### src/shared/motion_pkg.sv
// Constants for the motion wake and rest detector
// Assumes an APB slave at 50 MHz with word-aligned registers
`default_nettype none
package motion_pkg;
	// ----------------------------------------
	// Register byte offsets
	// ----------------------------------------
	localparam logic [7:0] OFF_CONTROL = 8'h00;
	localparam logic [7:0] OFF_THRESHOLD = 8'h04;
	localparam logic [7:0] OFF_DURATION = 8'h08;
	localparam logic [7:0] OFF_PIN1_ROUTE = 8'h0c;
	localparam logic [7:0] OFF_PIN2_ROUTE = 8'h10;
	localparam logic [7:0] OFF_MOTION_SRC = 8'h14;
	localparam logic [7:0] OFF_COMBINED_SRC = 8'h18;
	// ----------------------------------------
	// Control register fields
	// ----------------------------------------
	localparam int CTL_ENABLE = 7;
	localparam int CTL_LATCH = 4;
	localparam int CTL_PIN_STATE = 5;
	localparam int CTL_FILTER = 0;
	// ----------------------------------------
	// Threshold and duration fields
	// ----------------------------------------
	localparam int THS_MSB = 5;
	localparam int DUR_WEIGHT = 4;
	localparam int DUR_ACT_LSB = 5;
	localparam int DUR_INACT_MSB = 3;
	// ----------------------------------------
	// Route register fields
	// ----------------------------------------
	localparam int ROUTE_CHANGE = 7;
	localparam int ROUTE_WAKE = 5;
	// ----------------------------------------
	// Source register fields
	// ----------------------------------------
	localparam int SRC_CHANGE = 6;
	localparam int SRC_WAKE = 3;
	localparam int SRC_REST = 4;
	// ----------------------------------------
	// Timing in samples, threshold weight shifts and reset value
	// ----------------------------------------
	localparam int INACT_UNIT = 512;
	localparam int INACT_ZERO = 16;
	localparam int WEIGHT_COARSE_SHIFT = 6;
	localparam int WEIGHT_FINE_SHIFT = 8;
	localparam logic [31:0] RESET_ZERO = 32'h0000_0000;
endpackage : motion_pkg
`default_nettype wire

### src/design/motion_detector.sv
// Motion wake and rest detector with APB register file
// Assumes sample strobe and axis data arrive on pclk from the filter front end
//
// The register addresses and the APB register port were left to the implementer.
`default_nettype none
module motion_detector
	import motion_pkg::*;
#(
	parameter int DATA_W = 16
) (
	// Clock and reset
	input wire logic pclk,
	input wire logic presetn,
	// APB slave
	input wire logic psel,
	input wire logic penable,
	input wire logic pwrite,
	input wire logic [7:0] paddr,
	input wire logic [31:0] pwdata,
	output logic [31:0] prdata,
	output logic pready,
	output logic pslverr,
	// Sample input
	input wire logic sample_valid,
	input wire logic [3*DATA_W-1:0] raw_xyz,
	input wire logic [3*DATA_W-1:0] hp_xyz,
	input wire logic [1:0] full_scale,
	// Interrupt pins
	output logic irq_pin_one,
	output logic irq_pin_two
);
	localparam int CNT_W = 14;

	// ----------------------------------------
	// Registers
	// ----------------------------------------
	logic [7:0] control, threshold_config, duration_config;
	logic [7:0] pin1_function_route, pin2_function_route;
	logic [DATA_W-1:0] prev_xyz [3];
	logic [2:0] axis_over;
	logic wake, change_flag, current_rest_state, latched_change, latched_wake;
	logic [1:0] act_count;
	logic [CNT_W-1:0] rest_count;
	logic read_src, wr;

	wire logic enable = control[CTL_ENABLE];
	wire logic route_change = pin1_function_route[ROUTE_CHANGE] | pin2_function_route[ROUTE_CHANGE];
	wire logic route_wake = pin1_function_route[ROUTE_WAKE] | pin2_function_route[ROUTE_WAKE];
	wire logic latch_chg = control[CTL_LATCH] & route_change & ~control[CTL_PIN_STATE];
	wire logic latch_wk = control[CTL_LATCH] & route_wake;
	wire logic [1:0] activity_duration = duration_config[DUR_ACT_LSB+1:DUR_ACT_LSB];
	wire logic [3:0] inactivity_duration = duration_config[DUR_INACT_MSB:0];

	// Absolute value of a signed axis word
	function automatic logic [DATA_W-1:0] magnitude(input logic [DATA_W-1:0] v);
		magnitude = v[DATA_W-1] ? DATA_W'(-v) : v;
	endfunction : magnitude

	// Threshold scaled to data LSBs
	function automatic logic [DATA_W-1:0] scaled_threshold(input logic [5:0] t, input logic w);
		logic [DATA_W-1:0] base;
		base = DATA_W'(t) << (DATA_W - 1 - (w ? WEIGHT_FINE_SHIFT : WEIGHT_COARSE_SHIFT));
		scaled_threshold = base;
	endfunction : scaled_threshold

	wire logic [DATA_W-1:0] ths = scaled_threshold(threshold_config[THS_MSB:0], duration_config[DUR_WEIGHT]);

	// ----------------------------------------
	// Filter and compare
	// ----------------------------------------
	logic [2:0] next_over;
	always_comb begin
		logic [DATA_W:0] diff;
		logic [DATA_W-1:0] f;
		diff = '0;
		f = '0;
		next_over = '0;
		for (int a = 0; a < 3; a++) begin
			diff = {raw_xyz[a*DATA_W+DATA_W-1], raw_xyz[a*DATA_W +: DATA_W]}
				- {prev_xyz[a][DATA_W-1], prev_xyz[a]};
			f = control[CTL_FILTER] ? hp_xyz[a*DATA_W +: DATA_W] : diff[DATA_W:1];
			next_over[a] = magnitude(f) > ths;
		end
	end

	always_ff @(posedge pclk or negedge presetn) begin
		if (!presetn) begin
			for (int a = 0; a < 3; a++) prev_xyz[a] <= '0;
			axis_over <= '0;
		end else if (!enable) begin
			for (int a = 0; a < 3; a++) prev_xyz[a] <= '0;
			axis_over <= '0;
		end else if (sample_valid) begin
			for (int a = 0; a < 3; a++) prev_xyz[a] <= raw_xyz[a*DATA_W +: DATA_W];
			axis_over <= next_over;
		end
	end

	// ----------------------------------------
	// Activity and inactivity state
	// ----------------------------------------
	wire logic any_over = |next_over;
	wire logic [CNT_W-1:0] rest_target = (inactivity_duration == 4'h0) ? CNT_W'(INACT_ZERO)
		: CNT_W'(INACT_UNIT) * CNT_W'(inactivity_duration);

	always_ff @(posedge pclk or negedge presetn) begin
		if (!presetn) begin
			act_count <= '0;
			rest_count <= '0;
			current_rest_state <= 1'b0;
			change_flag <= 1'b0;
			wake <= 1'b0;
		end else if (!enable) begin
			act_count <= '0;
			rest_count <= '0;
			current_rest_state <= 1'b0;
			change_flag <= 1'b0;
			wake <= 1'b0;
		end else if (sample_valid) begin
			change_flag <= 1'b0;
			if (any_over) begin
				rest_count <= '0;
				wake <= (act_count >= activity_duration);
				if (act_count < activity_duration) act_count <= act_count + 2'd1;
				if (current_rest_state && act_count >= activity_duration) begin
					current_rest_state <= 1'b0;
					change_flag <= 1'b1;
				end
			end else begin
				act_count <= '0;
				wake <= 1'b0;
				if (rest_count + CNT_W'(1) >= rest_target && !current_rest_state) begin
					current_rest_state <= 1'b1;
					change_flag <= 1'b1;
				end
				if (rest_count < rest_target) rest_count <= rest_count + CNT_W'(1);
			end
		end
	end

	// ----------------------------------------
	// Latching, released on source read at next sample
	// ----------------------------------------
	logic read_pending;
	always_ff @(posedge pclk or negedge presetn) begin
		if (!presetn) begin
			latched_change <= 1'b0;
			latched_wake <= 1'b0;
			read_pending <= 1'b0;
		end else if (!enable) begin
			latched_change <= 1'b0;
			latched_wake <= 1'b0;
			read_pending <= 1'b0;
		end else begin
			if (read_src) read_pending <= 1'b1;
			else if (sample_valid) read_pending <= 1'b0;
			if (change_flag && latch_chg) latched_change <= 1'b1;
			else if (sample_valid && (read_pending || read_src)) latched_change <= 1'b0;
			if (wake && latch_wk) latched_wake <= 1'b1;
			else if (sample_valid && (read_pending || read_src)) latched_wake <= 1'b0;
		end
	end

	wire logic change_seen = change_flag | (latch_chg & latched_change);
	wire logic wake_seen = wake | (latch_wk & latched_wake);
	wire logic pin_change = control[CTL_PIN_STATE] ? current_rest_state : change_seen;

	// ----------------------------------------
	// Interrupt pins
	// ----------------------------------------
	always_ff @(posedge pclk or negedge presetn) begin
		if (!presetn) begin
			irq_pin_one <= 1'b0;
			irq_pin_two <= 1'b0;
		end else begin
			irq_pin_one <= enable & ((pin1_function_route[ROUTE_CHANGE] & pin_change)
				| (pin1_function_route[ROUTE_WAKE] & wake_seen));
			irq_pin_two <= enable & ((pin2_function_route[ROUTE_CHANGE] & pin_change)
				| (pin2_function_route[ROUTE_WAKE] & wake_seen));
		end
	end

	// ----------------------------------------
	// APB slave, zero wait states
	// ----------------------------------------
	assign wr = psel & penable & pwrite;
	assign read_src = psel & penable & ~pwrite & (paddr == OFF_MOTION_SRC || paddr == OFF_COMBINED_SRC);

	always_ff @(posedge pclk or negedge presetn) begin
		if (!presetn) begin
			control <= RESET_ZERO[7:0];
			threshold_config <= RESET_ZERO[7:0];
			duration_config <= RESET_ZERO[7:0];
			pin1_function_route <= RESET_ZERO[7:0];
			pin2_function_route <= RESET_ZERO[7:0];
		end else if (wr) begin
			case (paddr)
				OFF_CONTROL: control <= pwdata[7:0];
				OFF_THRESHOLD: threshold_config <= pwdata[7:0];
				OFF_DURATION: duration_config <= pwdata[7:0];
				OFF_PIN1_ROUTE: pin1_function_route <= pwdata[7:0];
				OFF_PIN2_ROUTE: pin2_function_route <= pwdata[7:0];
				default: ;
			endcase
		end
	end

	logic [31:0] next_rdata;
	logic bad_addr;
	always_comb begin
		next_rdata = '0;
		bad_addr = 1'b0;
		case (paddr)
			OFF_CONTROL: next_rdata[7:0] = control;
			OFF_THRESHOLD: next_rdata[7:0] = threshold_config;
			OFF_DURATION: next_rdata[7:0] = duration_config;
			OFF_PIN1_ROUTE: next_rdata[7:0] = pin1_function_route;
			OFF_PIN2_ROUTE: next_rdata[7:0] = pin2_function_route;
			OFF_MOTION_SRC: begin
				next_rdata[SRC_CHANGE] = change_seen;
				next_rdata[SRC_WAKE] = wake_seen;
				next_rdata[SRC_REST] = current_rest_state;
				next_rdata[2:0] = axis_over;
			end
			OFF_COMBINED_SRC: begin
				next_rdata[SRC_CHANGE] = change_seen;
				next_rdata[SRC_WAKE] = wake_seen;
			end
			default: bad_addr = 1'b1;
		endcase
	end

	always_ff @(posedge pclk or negedge presetn) begin
		if (!presetn) begin
			prdata <= '0;
			pready <= 1'b0;
			pslverr <= 1'b0;
		end else begin
			pready <= psel & ~penable;
			pslverr <= psel & ~penable & bad_addr;
			if (psel && !penable && !pwrite) prdata <= next_rdata;
		end
	end
endmodule : motion_detector
`default_nettype wire

### config.mk
export PLATFORM = sky130hd
export DESIGN_NAME = motion_detector
export DESIGN_NICKNAME = d
export VERILOG_FILES = /design/src/shared/motion_pkg.sv /design/src/design/motion_detector.sv
export SDC_FILE = /design/constraint.sdc
export NUM_CORES = 1
export LEC_CHECK = 0
export BUFFER_PORTS_ARGS = -buffer_cell sky130_fd_sc_hd__clkbuf_2
export CAP_MARGIN = 40
export CORE_MARGIN = 2
export CORE_UTILIZATION = 63
export CTS_CLUSTER_SIZE = 25
export DETAILED_ROUTE_END_ITERATION = 16
export PLACE_DENSITY_LB_ADDON = 0.12
export SETUP_SLACK_MARGIN = 0.5
export SYNTH_ARGS = -nofsm -noshare
export SYNTH_HDL_FRONTEND = slang
export SYNTH_SLANG_ARGS = --single-unit
### constraint.sdc
create_clock -name pclk -period 12.5 [get_ports pclk]
set_input_delay 0.625 -clock pclk [delete_from_list [all_inputs] [get_ports pclk]]
set_output_delay 0.625 -clock pclk [all_outputs]
set_load 0.02 [all_outputs]
==> out/qor_table.md <==
| Step | Parameter | Value |
|---|---|---|
| outcome | Result of the run | complete, no violations |
| synth | Count of distinct cell types in the synthesized netlist | 87 |
| layout | Final antenna diode count | 0 |
| route | Router iterations before antenna repair | 5 |
| timing | Aggregate negative setup slack | 0 ns |
| grt | Largest net degree at the start of global routing | 77 |
| power and ir drop | Worst vdd rail ir drop | 0.130 mV |
| synth | Count of state elements after synthesis | 125 |
| clock tree | Max clock buf depth | 2 |
| route | Detailed-route vias per instance | 6.05 |
| die | Die W | 137 um |
| synth | Proportion of synthesized flip-flops having asynchronous set or reset | 100% |
| die | Full die area | 18700 um^2 |
| critical path | WS Path Type | reg -> reg |
| timing | Final worst path period share | 45.0% |
| layout | Ratio of cells with drive above 1 in the final layout | 16.7% |
| die | Core area | 17300 um^2 |
| clock tree | Total clock buffers created by CTS | 17 |
| timing | Slew at the pin closest to its max-slew limit | 0.842 ns |
| min path | Classification of the worst-slack hold path | in -> async |
| timing | Setup-failing EPs final | 0 |
| synth | Netlist Area Pre-Place | 11100 um^2 |
| clock tree | Hold-fix buffers, CTS | 0 |
| grt | Initial antenna violation count | 0 |
| route | Detail Route met3 WL | 1.59 mm |
| clock tree | Clock slew at the register clock pins of the worst setup and hold paths | 0.07 ns |
| power and ir drop | Overall Power | 1.28 mW |
| timing | Setup repair after global routing missed its margin | no |
| critical path | CP Data Arrival Time | 5.99 ns |
| route | Post-detailed-route DRC marker count | 0 |
| timing | Final number of max-transition violations | 0 |
| clock tree | Latest clock arrival within the worst-skew pair | 0.44 ns |
| synth | Largest area contributor in the netlist | dfrtp_1 |
| synth | Synth Area per Inst | 8.58 um^2 |
| die | Effective utilization at floorplan | 64.3% |
| clock tree | Post-CTS Setup Inserts | 0 |
| layout | Layout area overhead | 13.3% |
| synth | Proportion of synthesized chip area in sequential cells | 28.1% |
| critical path | Crit path capture type | flip-flop |
| synth | Cells taking the most area after synthesis | dfrtp_1 28%, ha_1 12%, mux2i_1 6.7% |
| critical path | Largest fanout of any net on the critical path | 76 |
| clock tree | Cts repair resizes | 0 |
| grt | GRT Resource Usage Total | 30.5% |
| timing | Worst Hold Margin | 0.113 ns |
| route | Wire length on met2 | 13.7 mm |
| route | Final wirelength | 27.9 mm |
| grt | Wire length of the first global-routing pass | 45.6 mm |
| route | Count of vias placed by the detailed router | 10.1k |
| route | Avg WL per Cell | 16.7 um |
| layout | Number of nets in the final layout | 1686 |
| die | Core Rows | 48 |
| place | Half-perimeter wire length after placement | 20.3 mm |
| place | Port Buffer Count | 129 |
| timing | Remaining max-slew budget at the tightest pin | 43.7% |
| job | Max_cap viols | 0 |
| timing | Time the worst path needs with I/O delays and setup | 5.62 ns |
| clock tree | CTS HTree Levels | 4 |
| clock tree | TritonCTS clock tree | done |
| critical path | Crit path launch type | flip-flop |
| die | Die Y | 137 um |
| place | Global placer's final weighted congestion | 0.884 |
| die | Boundary Pins | 180 |
| route | Uppermost layer routed | met4 |
| synth | Yosys warning total | 0 |
| power and ir drop | Static leakage power | 5.81 nW |
| clock tree | Clock Sinks | 125 |
| critical path | Required time worst endpoint | 12.87 ns |
| synth | Post-synth top flop | dfrtp_1 |
| route | Count of antenna-violating nets left after detailed routing | 0 |
| route | DR iter-0 viols | 647 |
| timing | Max Clock Freq | 178 MHz |
| grt | Total gr overflow | 0 |
| synth | Gate Count Post-Synth | 1296 |
| synth | Number of flops mapped to enable cells by yosys | 0 |
| synth | Share of the synthesized area in the top cell type | 28.1% |
| timing | Final hold vios | 0 |
| layout | Most common library cell in the layout ignoring fill and taps | nor2_1 |
| critical path | Worst-case reg-to-reg path depth | 20 |
| route | Wl on met1 | 12.0 mm |
| timing | Setup Skew | 0.00733 ns |
| clock tree | Root Buffer | clkbuf_16 |
| power and ir drop | Power density over cell area | 101 nW/um^2 |
| layout | Commonest non-fill, non-tap cells in the layout | 134 x nor2_1, 127 x clkbuf_2, 124 x dfrtp_1 |
| grt | Via count of the first global-routing pass | 9772 |
## synth_stat cells, types with 24 or more instances
library cell and count:
nor2_1 134, dfrtp_1 125, nand2_1 109, ha_1 106
a21oi_1 92, inv_1 77, mux2i_1 75, o21ai_0 65
xnor2_1 46, mux2_2 37, buf_4 25, nand3_1 24
nor3_1 24, xor2_1 24
## metal layers
metal / GRT usage, % / vias up
li1: - / 4895
met4: 10.2 / 0
met5: 0 / -
met2: 53.1 / 304
met3: 4.70 / 56
met1: 38.7 / 4855
## power breakdown
group	leakage [nW]	switching, mW	total [mW]	internal [mW]
clock network	0.308	0.224	0.546	0.321
registers	1.70	0.00545	0.417	0.412
logic	3.80	0.185	0.313	0.128
## flip-flops by register name, summed over array words and instances, names as in the netlist, 2 cells and up
register / flops
prdata: 8
act_count: 2
control: 8
rest_count: 14
axis_over: 3
threshold_config: 8
prev_xyz: 48
pin2_function_route: 8
pin1_function_route: 8
duration_config: 8
## worst max-delay path, stage by stage (launching register included)
cell and delay [ns]:
dfrtp_2 0.34, buf_4 0.56, inv_1 0.55, buf_4 0.39, nand2_1 0.12, o221ai_1 0.12
nor3b_1 0.61, nor4_1 0.13, nand4b_1 0.17, nand2_1 0.08, xnor2_1 0.13, ha_1 0.30
a21o_1 0.18, a21o_1 0.16, a21oi_1 0.12, o21ai_0 0.10, o21ai_0 0.35, nand2_1 0.17
o31ai_1 0.68, a32oi_1 0.13, nor2_1 0.13
## metrics by stage
stage	cells	setup slack, ns	instance area [um^2]	util, %
after floorplan	1339	7.71	11300	-
after global placement	1633	6.75	11900	68.9
after detailed placement	1638	6.60	12000	69.2
after CTS	1670	6.87	12600	72.8
after global routing	1671	6.40	12600	72.9
final	1671	6.88	12600	72.9
## worst paths after layout
| kind | startpoint | end | slack (ns) |
|---|---|---|---|
| hold reg to reg | prdata[5] | prdata[5] | 0.50 |
| hold / removal | presetn | prev_xyz[26] | 0.11 |
| min in group pclk | raw_xyz[32] | prev_xyz[0] | 0.45 |
| max in group asynchronous | presetn | control[0] | 11.25 |
| setup / recovery | control[0] | rest_count[12] | 6.88 |
| setup reg to reg | control[0] | rest_count[12] | 6.88 |
## cell type report
class | instances | area, um^2
clock buffers | 17 | 425
fillers | 1384 | 4690
inverters | 77 | 289
well taps | 225 | 282
repair buffers | 142 | 773
multi-input cells | 1070 | 7510
clock inverters | 15 | 196
flip-flops and latches | 125 | 3130
## kinds of logic (layout without fill, tap and decap cells)
family          after synthesis  in the layout  share of synthesized area, %
fa+ha+maj                   109            109                          12.5
buf+inv                     144            251                          5.81
other cells                   2             45                        0.0675
compound gates              322            322                          19.3
xor+xnor                     71             71                          5.66
flops                       125            125                          28.1
simple gates                411            411                          18.1
mux                         112            112                          10.5
Power figures use the tool's default switching activity.
